==> src/common/dlt_pkg.sv <==
// shared constants and types for the dual legacy counter/timer block
`default_nettype none

package dlt_pkg;

  // ==========================================================
  // bus geometry
  localparam int ADDR_W = 8;
  localparam int DATA_W = 32;

  // ==========================================================
  // register byte offsets
  localparam logic [7:0] OFF_RUN = 8'h00;
  localparam logic [7:0] OFF_MODE = 8'h04;
  localparam logic [7:0] OFF_CLKSEL = 8'h08;
  localparam logic [7:0] OFF_EXTCFG = 8'h0c;
  localparam logic [7:0] OFF_IRQEN = 8'h10;
  localparam logic [7:0] OFF_LO0 = 8'h14;
  localparam logic [7:0] OFF_HI0 = 8'h18;
  localparam logic [7:0] OFF_LO1 = 8'h1c;
  localparam logic [7:0] OFF_HI1 = 8'h20;

  // ==========================================================
  // field positions
  localparam int RUN_OVF1 = 7;
  localparam int RUN_RUN1 = 6;
  localparam int RUN_OVF0 = 5;
  localparam int RUN_RUN0 = 4;
  localparam int MODE_GATE1 = 7;
  localparam int MODE_SRC1 = 6;
  localparam int MODE_M1 = 4;
  localparam int MODE_GATE_ENABLE_ZERO = 3;
  localparam int MODE_SRC0 = 2;
  localparam int MODE_M0 = 0;
  localparam int CLK_PICK1 = 4;
  localparam int CLK_PICK0 = 3;
  localparam int CLK_SCA = 0;
  localparam int EXT_POL0 = 0;
  localparam int EXT_POL1 = 1;
  localparam int IRQ_EN0 = 1;
  localparam int IRQ_EN1 = 3;

  // ==========================================================
  // reset values
  localparam logic [7:0] RST_BYTE = 8'h00;
  localparam logic [1:0] RST_PAIR = 2'h0;

  // ==========================================================
  // prescale choices and divisors
  localparam logic [1:0] SCA_DIV12 = 2'h0;
  localparam logic [1:0] SCA_DIV4 = 2'h1;
  localparam logic [1:0] SCA_DIV48 = 2'h2;
  localparam logic [1:0] SCA_EXT8 = 2'h3;
  localparam int DIV_A = 12;
  localparam int DIV_B = 4;
  localparam int DIV_C = 48;
  localparam int DIV_EXT = 8;

  // ==========================================================
  // counting modes
  typedef enum logic [1:0] {
    DLT_M13 = 2'b00,
    DLT_M16 = 2'b01,
    DLT_M8R = 2'b10,
    DLT_MOFF = 2'b11
  } dlt_mode_t;

endpackage : dlt_pkg

`default_nettype wire

==> src/common/dlt_tmr_if.sv <==
// control and status bundle between the top and one timer channel
`timescale 1ns/1ps
`default_nettype none

interface dlt_tmr_if;
  logic en;
  logic tick;
  logic wr_lo;
  logic wr_hi;
  logic [7:0] wdata;
  dlt_pkg::dlt_mode_t mode;
  logic [7:0] lo;
  logic [7:0] hi;
  logic ovf;

  modport ctl (output en, tick, wr_lo, wr_hi, wdata, mode, input lo, hi, ovf);
  modport tmr (input en, tick, wr_lo, wr_hi, wdata, mode, output lo, hi, ovf);
endinterface : dlt_tmr_if

`default_nettype wire

==> src/rtl/dlt_sync.sv <==
// two-stage pin synchroniser with one extra stage for edge detection
`timescale 1ns/1ps
`default_nettype none

module dlt_sync #(
  parameter int W = 1
) (
  // clock and reset
  input wire logic clk_sys,
  input wire logic rst_b,
  // asynchronous pins in
  input wire logic [W-1:0] din,
  // synchronised level and its previous sample
  output logic [W-1:0] dout,
  output logic [W-1:0] dprev
);

  // ==========================================================
  // checks
  if (W < 1) begin : g_bad_w
    $error("dlt_sync: width must be at least one");
  end

  logic [W-1:0] s1_r;
  logic [W-1:0] s2_r;
  logic [W-1:0] s3_r;

  // s1 feeds only s2; edges are found on s2 against s3
  always_ff @(posedge clk_sys or negedge rst_b) begin
    if (!rst_b) begin
      s1_r <= '0;
      s2_r <= '0;
      s3_r <= '0;
    end else begin
      s1_r <= din;
      s2_r <= s1_r;
      s3_r <= s2_r;
    end
  end

  assign dout = s2_r;
  assign dprev = s3_r;

endmodule : dlt_sync

`default_nettype wire

==> src/rtl/dlt_tmr.sv <==
// one counter/timer channel: count bytes, mode arithmetic, overflow
`timescale 1ns/1ps
`default_nettype none

module dlt_tmr (
  // clock and reset
  input wire logic clk_sys,
  input wire logic rst_b,
  // control from the top
  dlt_tmr_if.tmr tif
);
  import dlt_pkg::*;

  logic [7:0] lo_r;
  logic [7:0] lo_nxt;
  logic [7:0] hi_r;
  logic [7:0] hi_nxt;
  logic ovf;
  wire logic step;
  wire logic [12:0] c13;
  wire logic [15:0] c16;
  wire logic [12:0] n13;
  wire logic [15:0] n16;
  wire logic wrap8;

  // ==========================================================
  // count arithmetic
  // a write in the same cycle drops the increment entirely
  assign step = tif.en & tif.tick & ~(tif.wr_lo | tif.wr_hi);
  assign c13 = {hi_r, lo_r[4:0]};
  assign c16 = {hi_r, lo_r};
  assign n13 = c13 + 13'h0001;
  assign n16 = c16 + 16'h0001;
  assign wrap8 = (lo_r == 8'hff);

  // next count per mode; software write overrides last
  always_comb begin
    lo_nxt = lo_r;
    hi_nxt = hi_r;
    ovf = 1'b0;
    if (step) begin
      case (tif.mode)
        DLT_M13: begin
          lo_nxt = {lo_r[7:5], n13[4:0]};
          hi_nxt = n13[12:5];
          ovf = (c13 == 13'h1fff);
        end
        DLT_M16: begin
          lo_nxt = n16[7:0];
          hi_nxt = n16[15:8];
          ovf = (c16 == 16'hffff);
        end
        DLT_M8R: begin
          lo_nxt = wrap8 ? hi_r : lo_r + 8'h01;
          ovf = wrap8;
        end
        default: begin
          ovf = 1'b0;
        end
      endcase
    end
    if (tif.wr_lo) begin
      lo_nxt = tif.wdata;
    end
    if (tif.wr_hi) begin
      hi_nxt = tif.wdata;
    end
  end

  // count bytes; the run bit never touches them
  always_ff @(posedge clk_sys or negedge rst_b) begin
    if (!rst_b) begin
      lo_r <= RST_BYTE;
      hi_r <= RST_BYTE;
    end else begin
      lo_r <= lo_nxt;
      hi_r <= hi_nxt;
    end
  end

  assign tif.lo = lo_r;
  assign tif.hi = hi_r;
  assign tif.ovf = ovf;
endmodule : dlt_tmr

`default_nettype wire

==> src/rtl/dlt_top.sv <==
// dual counter/timer: apb registers, clock sources, gating, flags
//
// Overview of operation
// sixteen-bit count read as two bytes
// each timer has its own mode
// mode 00 13-bit, 01 16-bit, 10 reload
// 13-bit: high byte plus five low bits
// upper three low bits undefined, ignored
// 13-bit wrap sets overflow flag
// 16-bit mode uses all bits
// reload mode: low counts, high reloads
// software preloads low byte before reload run
// event source counts falling pin edges
// pin sampled, levels held two cycles
// clock pick: system clock or prescaled
// six clock sources per timer
// run and gate decide counting
// gate polarity is configurable
// run bit keeps the count
// software loads count before running
// timer one mirrors timer zero
// request passes only when enabled
// flag clears by zero write or vector
// pins synchronised, edge by sample compare
// byte write beats same-cycle increment
`timescale 1ns/1ps
`default_nettype none

module dlt_top #(
  parameter int P_DIV_A = dlt_pkg::DIV_A,
  parameter int P_DIV_B = dlt_pkg::DIV_B,
  parameter int P_DIV_C = dlt_pkg::DIV_C,
  parameter int P_DIV_EXT = dlt_pkg::DIV_EXT
) (
  // clock and reset
  input wire logic clk_sys,
  input wire logic rst_b,
  // apb slave
  input wire logic [dlt_pkg::ADDR_W-1:0] paddr,
  input wire logic psel,
  input wire logic penable,
  input wire logic pwrite,
  input wire logic [dlt_pkg::DATA_W-1:0] pwdata,
  output logic [dlt_pkg::DATA_W-1:0] prdata,
  output logic pready,
  output logic pslverr,
  // pins
  input wire logic event_pin_zero,
  input wire logic event_pin_one,
  input wire logic gate_input_zero,
  input wire logic gate_input_one,
  input wire logic ext_osc_pin,
  // interrupt requests and vector acknowledges
  output logic irq_req_zero,
  output logic irq_req_one,
  input wire logic irq_ack_zero,
  input wire logic irq_ack_one
);
  import dlt_pkg::*;

  // ==========================================================
  // checks
  if (P_DIV_A < 2 || P_DIV_A > 64 || P_DIV_B < 2 || P_DIV_B > 64 ||
      P_DIV_C < 2 || P_DIV_C > 64) begin : g_bad_div
    $error("dlt_top: prescale divisors must lie in 2..64");
  end
  if (P_DIV_EXT < 2 || P_DIV_EXT > 8) begin : g_bad_ext
    $error("dlt_top: external divisor must lie in 2..8");
  end

  // ==========================================================
  // helpers
  // gate input counts as active when it matches the polarity bit
  function automatic logic gate_act(input logic lvl, input logic pol);
    gate_act = (lvl == pol);
  endfunction

  // one increment source out of event, system clock or prescaler
  function automatic logic pick_tick(input logic src, input logic pick,
                                     input logic evt, input logic pre);
    pick_tick = src ? evt : (pick ? 1'b1 : pre);
  endfunction

  // ==========================================================
  // state
  logic run0_r;
  logic run1_r;
  logic flag0_r;
  logic flag1_r;
  logic [7:0] mode_r;
  logic [1:0] pick_r;
  logic [1:0] sca_r;
  logic [1:0] pol_r;
  logic [1:0] irqen_r;
  logic [DATA_W-1:0] prdata_r;
  logic pslverr_r;
  logic [7:0] rd_data;
  logic rd_hit;
  logic [5:0] pre_r [3];
  logic [2:0] pre_tick;
  logic [2:0] ext_cnt_r;
  logic [4:0] pin_s;
  logic [4:0] pin_p;

  dlt_tmr_if tif0 ();
  dlt_tmr_if tif1 ();

  // ==========================================================
  // pin synchronisers
  // order: ext clock, gate1, gate_enable_zero, event1, event0
  dlt_sync #(.W(5)) u_sync (
    .clk_sys(clk_sys),
    .rst_b(rst_b),
    .din({ext_osc_pin, gate_input_one, gate_input_zero, event_pin_one, event_pin_zero}),
    .dout(pin_s),
    .dprev(pin_p)
  );

  wire logic fall0 = pin_p[0] & ~pin_s[0];
  wire logic fall1 = pin_p[1] & ~pin_s[1];
  wire logic ext_rise = ~pin_p[4] & pin_s[4];

  // ==========================================================
  // prescaler: three system-clock dividers and one external
  localparam int DIVS [3] = '{P_DIV_A, P_DIV_B, P_DIV_C};

  for (genvar g = 0; g < 3; g++) begin : g_pre
    assign pre_tick[g] = (pre_r[g] == 6'(DIVS[g] - 1));
    // free running so every timer sees the same phase
    always_ff @(posedge clk_sys or negedge rst_b) begin
      if (!rst_b) begin
        pre_r[g] <= 6'h00;
      end else begin
        pre_r[g] <= pre_tick[g] ? 6'h00 : pre_r[g] + 6'h01;
      end
    end
  end

  wire logic ext_tick = ext_rise & (ext_cnt_r == 3'(P_DIV_EXT - 1));

  // external clock only as fast as the synchroniser allows
  always_ff @(posedge clk_sys or negedge rst_b) begin
    if (!rst_b) begin
      ext_cnt_r <= 3'h0;
    end else if (ext_rise) begin
      ext_cnt_r <= ext_tick ? 3'h0 : ext_cnt_r + 3'h1;
    end
  end

  // shared scale field chooses one of four prescaled ticks
  wire logic sca_tick = (sca_r == SCA_DIV12) ? pre_tick[0] :
                        (sca_r == SCA_DIV4) ? pre_tick[1] :
                        (sca_r == SCA_DIV48) ? pre_tick[2] : ext_tick;

  // ==========================================================
  // apb decode
  wire logic setup = psel & ~penable;
  wire logic wr = psel & penable & pwrite;
  wire logic [7:0] wd = pwdata[7:0];
  wire logic sel_run = (paddr == OFF_RUN);
  wire logic sel_mode = (paddr == OFF_MODE);
  wire logic sel_clk = (paddr == OFF_CLKSEL);
  wire logic sel_ext = (paddr == OFF_EXTCFG);
  wire logic sel_irq = (paddr == OFF_IRQEN);
  wire logic sel_lo0 = (paddr == OFF_LO0);
  wire logic sel_hi0 = (paddr == OFF_HI0);
  wire logic sel_lo1 = (paddr == OFF_LO1);
  wire logic sel_hi1 = (paddr == OFF_HI1);
  wire logic wr_run = wr & sel_run;

  // read mux; reserved bits read zero
  always_comb begin
    rd_data = 8'h00;
    rd_hit = 1'b1;
    case (1'b1)
      sel_run: begin
        rd_data[RUN_OVF1] = flag1_r;
        rd_data[RUN_RUN1] = run1_r;
        rd_data[RUN_OVF0] = flag0_r;
        rd_data[RUN_RUN0] = run0_r;
      end
      sel_mode: rd_data = mode_r;
      sel_clk: begin
        rd_data[CLK_PICK1] = pick_r[1];
        rd_data[CLK_PICK0] = pick_r[0];
        rd_data[CLK_SCA+1:CLK_SCA] = sca_r;
      end
      sel_ext: begin
        rd_data[EXT_POL0] = pol_r[0];
        rd_data[EXT_POL1] = pol_r[1];
      end
      sel_irq: begin
        rd_data[IRQ_EN0] = irqen_r[0];
        rd_data[IRQ_EN1] = irqen_r[1];
      end
      sel_lo0: rd_data = tif0.lo;
      sel_hi0: rd_data = tif0.hi;
      sel_lo1: rd_data = tif1.lo;
      sel_hi1: rd_data = tif1.hi;
      default: rd_hit = 1'b0;
    endcase
  end

  // read data captured in setup, answered in the first access cycle
  always_ff @(posedge clk_sys or negedge rst_b) begin
    if (!rst_b) begin
      prdata_r <= '0;
      pslverr_r <= 1'b0;
    end else if (setup) begin
      prdata_r <= {24'h000000, rd_data};
      pslverr_r <= ~rd_hit;
    end
  end

  assign pready = psel & penable;
  assign prdata = prdata_r;
  assign pslverr = pslverr_r;

  // ==========================================================
  // configuration registers
  always_ff @(posedge clk_sys or negedge rst_b) begin
    if (!rst_b) begin
      run0_r <= 1'b0;
      run1_r <= 1'b0;
      mode_r <= RST_BYTE;
      pick_r <= RST_PAIR;
      sca_r <= RST_PAIR;
      pol_r <= RST_PAIR;
      irqen_r <= RST_PAIR;
    end else if (wr) begin
      if (sel_run) begin
        run0_r <= wd[RUN_RUN0];
        run1_r <= wd[RUN_RUN1];
      end
      if (sel_mode) begin
        mode_r <= wd;
      end
      if (sel_clk) begin
        pick_r <= {wd[CLK_PICK1], wd[CLK_PICK0]};
        sca_r <= wd[CLK_SCA+1:CLK_SCA];
      end
      if (sel_ext) begin
        pol_r <= {wd[EXT_POL1], wd[EXT_POL0]};
      end
      if (sel_irq) begin
        irqen_r <= {wd[IRQ_EN1], wd[IRQ_EN0]};
      end
    end
  end

  // ==========================================================
  // overflow flags: hardware set beats any clear
  wire logic clr0 = (wr_run & ~wd[RUN_OVF0]) | irq_ack_zero;
  wire logic clr1 = (wr_run & ~wd[RUN_OVF1]) | irq_ack_one;

  always_ff @(posedge clk_sys or negedge rst_b) begin
    if (!rst_b) begin
      flag0_r <= 1'b0;
      flag1_r <= 1'b0;
    end else begin
      flag0_r <= tif0.ovf | (flag0_r & ~clr0);
      flag1_r <= tif1.ovf | (flag1_r & ~clr1);
    end
  end

  assign irq_req_zero = flag0_r & irqen_r[0];
  assign irq_req_one = flag1_r & irqen_r[1];

  // ==========================================================
  // channel control; timer one uses its own bits and pins
  wire logic gact0 = gate_act(pin_s[2], pol_r[0]);
  wire logic gact1 = gate_act(pin_s[3], pol_r[1]);

  assign tif0.en = run0_r & (~mode_r[MODE_GATE_ENABLE_ZERO] | gact0);
  assign tif1.en = run1_r & (~mode_r[MODE_GATE1] | gact1);
  assign tif0.tick = pick_tick(mode_r[MODE_SRC0], pick_r[0], fall0, sca_tick);
  assign tif1.tick = pick_tick(mode_r[MODE_SRC1], pick_r[1], fall1, sca_tick);
  assign tif0.mode = dlt_mode_t'(mode_r[MODE_M0+1:MODE_M0]);
  assign tif1.mode = dlt_mode_t'(mode_r[MODE_M1+1:MODE_M1]);
  assign tif0.wr_lo = wr & sel_lo0;
  assign tif0.wr_hi = wr & sel_hi0;
  assign tif1.wr_lo = wr & sel_lo1;
  assign tif1.wr_hi = wr & sel_hi1;
  assign tif0.wdata = wd;
  assign tif1.wdata = wd;

  dlt_tmr u_tmr0 (
    .clk_sys(clk_sys),
    .rst_b(rst_b),
    .tif(tif0)
  );

  dlt_tmr u_tmr1 (
    .clk_sys(clk_sys),
    .rst_b(rst_b),
    .tif(tif1)
  );
endmodule : dlt_top

`default_nettype wire

==> config.mk <==
export PLATFORM = sky130hd
export DESIGN_NAME = dlt_top
export DESIGN_NICKNAME = d
export VERILOG_FILES = /design/src/common/dlt_pkg.sv /design/src/common/dlt_tmr_if.sv /design/src/rtl/dlt_sync.sv /design/src/rtl/dlt_tmr.sv /design/src/rtl/dlt_top.sv
export SDC_FILE = /design/constraint.sdc
export NUM_CORES = 1
export LEC_CHECK = 0
export ABC_AREA = 0
export BUFFER_PORTS_ARGS = -buffer_cell sky130_fd_sc_hd__buf_4
export CORE_MARGIN = 4
export CORE_UTILIZATION = 47
export DETAILED_ROUTE_END_ITERATION = 10
export PLACE_DENSITY = 0.66
export SLEW_MARGIN = 20
export SYNTH_ARGS = -nofsm -noshare
export SYNTH_HDL_FRONTEND = slang
export SYNTH_SLANG_ARGS = --single-unit
==> constraint.sdc <==
create_clock -name clk_sys -period 7.6 [get_ports clk_sys]
set_clock_uncertainty 0.1 [all_clocks]
set_input_delay 0.38 -clock clk_sys [delete_from_list [all_inputs] [get_ports clk_sys]]
set_output_delay 0.38 -clock clk_sys [all_outputs]
set_load 0.03 [all_outputs]
# Yosys cells after proc, flatten, opt, wreduce, memory -nomap -nowiden
# Index checks and enable logic that the tools add are counted.
# word_totals
ff_bits	97
input_bits	52
output_inout_bits	36
word_cells	224
# op_classes
addsub	10
n_eq_ne	28
n_mux	92
bitwise	45
n_reduce_logical	25
# op_table
operator	count
$mux W8	10
$mux W1	63
$pmux W8 S3	2
$add A16 B1 Y16 const B	2
$eq A16 B16 Y1 const B	2
$eq A8 B5 Y1 const B	4
$pmux W8 S2	2
$mux W3	10
$add A13 B1 Y13 const B	2
$eq A13 B13 Y1 const B	2
$and A1 B1 Y1	24
$add A6 B1 Y6 const B	3
$mux W6	3
$reduce_and A2 Y1	9
$add A8 B1 Y8 const B	2
$eq A8 B4 Y1 const B	2
$eq A8 B8 Y1 const B	2
$not A1 Y1	13
$reduce_bool A3 Y1	4
$eq A8 B3 Y1 const B	1
$eq A8 B6 Y1 const B	1
$logic_not A8 Y1	1
$or A1 B1 Y1	8
$reduce_bool A2 Y1	4
other kinds (13)	24

# Depth between registers and ports, before layout
# depth
word_depth	12
depth_mapped	10
depth_no_buf	8

# By module
# Synthesis repeated with hierarchy kept, for this count alone.
# unflattened
hier_cells	654
area_unflattened_um2	6178.4
# modules_own_cells
module	instances	cells_each	area_each_um2	seq_area_each_um2
dlt_top	1	327	3150.5	1251.2
dlt_tmr at u_tmr0	1	155	1333.8	400.4
dlt_tmr at u_tmr1	1	157	1318.8	400.4
dlt_sync	1	15	375.4	375.4

# Worst setup path after synthesis
# Ideal clock, no wire load.
# synth_path
path_kind	register to register
startpoint	register pre_r[16] in the netlist's numbering
endpoint	register u_tmr1.lo_r[7], in the netlist u_tmr1.tif.lo[7]
setup_ns	0.128
t_arrival_ns	2.603
required_time_ns	7.372
path_slack_ns	4.770
path_stages_with_launch	10
n_path_buf	3
synth_period_minus_slack_ns	2.830
cell_sequence	dfrtp_1 > or3b_1 > or3_4 > and3_4 > buf_6 > or3_4 > buf_6 > or4_4 > buf_6 > mux2i_1
# synth_via
elab_chain_cells	8
# synth_rtl
item	line_no	text
from (decl)	dlt_top.sv:99	logic [5:0] pre_r [3];
from (signal, indexed assignment)	dlt_top.sv:134	pre_r[g] <= pre_tick[g] ? 6'h00 : pre_r[g] + 6'h01;
$eq A6 B4 Y1	dlt_top.sv:128	assign pre_tick[g] = (pre_r[g] == 6'(DIVS[g] - 1));
$mux W1	dlt_top.sv:151	wire logic sca_tick = (sca_r == SCA_DIV12) ? pre_tick[0] :
$mux W1 (2 in a row)	dlt_top.sv:81	pick_tick = src ? evt : (pick ? 1'b1 : pre);
$and A1 B1 Y1 (2 in a row)	dlt_tmr.sv:29	assign step = tif.en & tif.tick & ~(tif.wr_lo | tif.wr_hi);
$reduce_bool A2 Y1 (no line)	-	
$reduce_and A3 Y1 (no line)	-	
to (signal assigned)	dlt_tmr.sv:76	lo_r <= lo_nxt;
to (decl)	dlt_tmr.sv:14	logic [7:0] lo_r;
# No other way between the ends.
# A chain may end at the register's enable or synchronous reset.

# Worst setup path in the final report
# layout_path
startpoint	register pre_r[0] in the netlist's numbering
endpoint	register u_tmr1.lo_r[1], in the netlist u_tmr1.tif.lo[1]
# layout_via
elab_chain_cells	10
# layout_rtl
item	line_no	text
$eq A6 B6 Y1	dlt_top.sv:128	
$mux W1	dlt_top.sv:153	(sca_r == SCA_DIV48) ? pre_tick[2] : ext_tick;
$mux W1	dlt_top.sv:152	(sca_r == SCA_DIV4) ? pre_tick[1] :
$mux W1	dlt_top.sv:151	
$mux W1 (2 in a row)	dlt_top.sv:81	
$and A1 B1 Y1 (2 in a row)	dlt_tmr.sv:29	
$reduce_bool A2 Y1 (no line)	-	
$reduce_and A2 Y1 (no line)	-	
# No other way between the ends.

==> impl_metrics.csv <==
group,metric,value,unit
status,status,"completed",
logic_synthesis,synthAdderAreaFrac,3.17,%
sta,rsz0062_at_grt,"no",
logic_synthesis,synthSimpleGateAreaFrac,22.4,%
sta,worst_slew_pin_slew,1050,ps
logic_synthesis,synth_compound_area_share,17.1,%
layout,layout-drive-gt1-share,12.1,%
floorplan,coreArea,12200,µm²
worst_setup_path,cp-start-kind,"flop",
floorplan,start_util,48.7,%
floorplan,die_area,14500,µm²
logic_synthesis,async_flop_share,100,%
logic_synthesis,yosysUniqueCellTypes,64,
place,io_buffers,39,
floorplan,die_width,120,µm
grt,grt.total_usage,23.2,%
grt,grt_max_degree,79,
sta,layout_min_cycle_time,3330,ps
floorplan,rows,40,
logic_synthesis,synth_mux_area_share,5.51,%
logic_synthesis,dominantRegCellSynth,"dfrtp_1",
clocking,tritoncts,"built",
clocking,clk_pin_slew,70,ps
logic_synthesis,synth_edf_count,0,
grt,grt_overflow,0,
place,post-place-cells,837,
route,drtPass1Iterations,7,
place,hpwl,12100,µm
floorplan,ioPinCount,88,
clocking,h-tree-depth,3,
layout,utilization,53.8,%
clocking,cts.sinks,95,
worst_setup_path,setup.worst_path.class,"reg -> reg",
pwr,p_leak,2.76,nW
sta,relSlewSlack,29.4,%
logic_synthesis,yosysSeqAreaShare,40.1,%
run,drv_cap,0,
logic_synthesis,syn_area,5920,µm²
layout,fin_cells,855,
logic_synthesis,yosysWarnings,0,
layout,fillers,1127,
route,post-route-drc-count,0,
route,drt_iter0_drc,561,
route,detail-route-antenna-nets,0,
logic_synthesis,synthesis.instances,668,
logic_synthesis,avgSynthCellArea,8.87,µm²
logic_synthesis,synth_xor_area_share,4.44,%
logic_synthesis,synth_top_cell_area_share,40.1,%
worst_setup_path,cp_slowest_cell,"nor4_2",
logic_synthesis,synth_top_family_by_area,"simple AND/OR/NAND/NOR gates",
route,wl,16700,µm
worst_setup_path,crit_fanout,6,
route,wl_per_cell,19.5,µm
grt,grt_pass1_wl,25900,µm
layout,fin_nets,749,
sta,fin_setup_tns,0,ps
clocking,cts_setup_buffers,0,
hold_path,min_path_type,"in -> reg",
clocking,cts_root_buffer,"clkbuf_16",
sta,finalHoldViolCount,0,
worst_setup_path,max_stage_delay,820,ps
grt,grt_pass1_vias,4890,
floorplan,die_h,120,µm
layout,areaGrowthSynthToFinish,10.6,%
sta,setup_viol,0,
grt,antenna_found_initial,0,
clocking,cts_buffers,9,
layout,diodes,0,
logic_synthesis,synth_top_area_cell,"dfrtp_1",
sta,timing.fmax,300,MHz
pwr,powerDensity,173,nW/µm²
clocking,clk_latency,360,ps
route,vias,5215,
worst_setup_path,crit_arrival,3440,ps
pwr,ir_drop,0.000147,V
logic_synthesis,synth-seq-cells,95,
worst_setup_path,cp_cell_sequence,"ha_1 -> nand3_1 -> o311ai_0 -> o31ai_1 -> nor4_2 -> mux2i_1 -> o21ai_0",
worst_setup_path,critical_path_required,7710,ps
place,finalWeightedCongestion,0.989,
route,vias_per_cell,6.10,
worst_setup_path,end_kind,"flop",
logic_synthesis,yosys-top-cells-area,"dfrtp_1 40%, nand2_1 4.9%, o21ai_0 4.8%",
sta,finalMaxSlewViolations,0,
sta,post-route-period-util,43.8,%
clocking,cts_buffer_depth,2,
## repair_timing
item | CTS | global route
gates resized for setup | 0 | 0
setup endpoints to repair | 0 | 0
hold buffers | 1 | 0
endpoints found under the hold margin | 17 | 0
## metrics by stage
stage               instance area [µm²]  worst slack, ps  hold slack (ps)  power [mW]
floorplan                          6010             4770            -15.6       0.618
global placement                   6180             4210              163       0.654
detailed placement                 6180             4350              162       0.658
CTS                                6510             4320             3.14        1.15
global route                       6550             4110             2.73        1.18
finish                             6550             4270             20.1        1.14
## layout make-up
cell class / count / area, µm² / area share [%]
clock buffers: 9 / 225 / 3.44
clock inverters: 7 / 95.1 / 1.45
inverters: 20 / 75.1 / 1.15
multi-input cells: 513 / 3220 / 49.2
flip-flops and latches: 95 / 2380 / 36.3
well taps: 168 / 210 / 3.21
repair buffers: 43 / 345 / 5.27
## per-layer routing
metal	track usage, %	share of wire (%)	vias to the layer above
li1	-	-	2423
met1	29.0	41	2506
met2	37.0	47	232
met3	5.94	7.4	54
met4	12.0	4.9	0
met5	0	0	-
## power breakdown
group          internal, mW  switching (mW)  total (mW)
sequential            0.521          0.0140       0.535
clock                 0.266           0.218       0.484
combinational        0.0369          0.0795       0.116
total                 0.824           0.312        1.14
## registers in the layout, summed over array words and instances, names as in the netlist, 5 cells and up
register	flops
u_tmr1.tif.hi	8
u_tmr0.tif.hi	8
u_tmr0.tif.lo	8
u_tmr1.tif.lo	8
u_sync.dout	5
mode_r	8
prdata	8
pre_r	18
u_sync.s1_r	5
## worst paths after layout
| path | from | endpoint | slack, ps | cells past startpoint |
|---|---|---|---|---|
| max in group asynchronous | rst_b | mode_r[0] | 6120 | 4 |
| min | gate_input_one | u_sync.s1_r[3] | 20 | 1 |
| min in group asynchronous | rst_b | u_tmr0.tif.lo[5] | 330 | 2 |
| min reg2reg | u_sync.s1_r[0] | u_sync.dout[0] | 250 | 0 |
| max | pre_r[0] | u_tmr1.tif.lo[1] | 4270 | 7 |
| max reg2reg | pre_r[0] | u_tmr1.tif.lo[1] | 4270 | 7 |
## cell families (layout without fill, tap and decap cells)
kind of cell               count (synthesis)  count (layout)
other                                      1              24
DFF                                       95              95
adders and majority gates                 15              15
and+or+nand+nor                          254             254
xor gates and xnor gates                  30              30
muxes                                     31              31
buffers and inverters                     83              79
AOI/OAI and AO/OA                        159             159
## cell usage in the layout (no fill, tap or decap), types with 4 or more instances in the layout
cell type   n
nor4_1      7
nor2_1     27
a221o_1     4
nor2b_1     4
a21oi_1    25
nor3_1     11
o211ai_1    7
a211o_1     4
mux2i_1    18
and3_1      8
nand3_1    42
and4_1      4
or3_1       6
o21ai_0    57
inv_1      19
dfrtp_1    95
o22ai_1     6
or4_1       7
xor2_1     17
ha_1       15
buf_4      41
mux2_2     13
conb_1     24
clkbuf_16   9
o31ai_1     6
and2_1      6
nand4_1    21
nand2_1    77
nand2b_1   12
a31oi_1    15
xnor2_1    13
## synthesized netlist by cell type, types with 13 or more instances
cell      number
mux2_2        13
buf_4         24
o21ai_0       57
a31oi_1       15
clkbuf_1      34
nand4_1       21
nor2_1        28
nand3_1       42
inv_1         19
mux2i_1       18
nand2_1       77
a21oi_1       25
xnor2_1       13
ha_1          15
xor2_1        17
dfrtp_1       95
## critical path: cells and delay by family (launching register included)
kind                       cells  cell delay [ps]
AOI/OAI and AO/OA              3             1210
adders and majority gates      1              230
DFF                            1              410
muxes                          1              270
and+or+nand+nor                2              960
(Power assumes the default switching activity.)
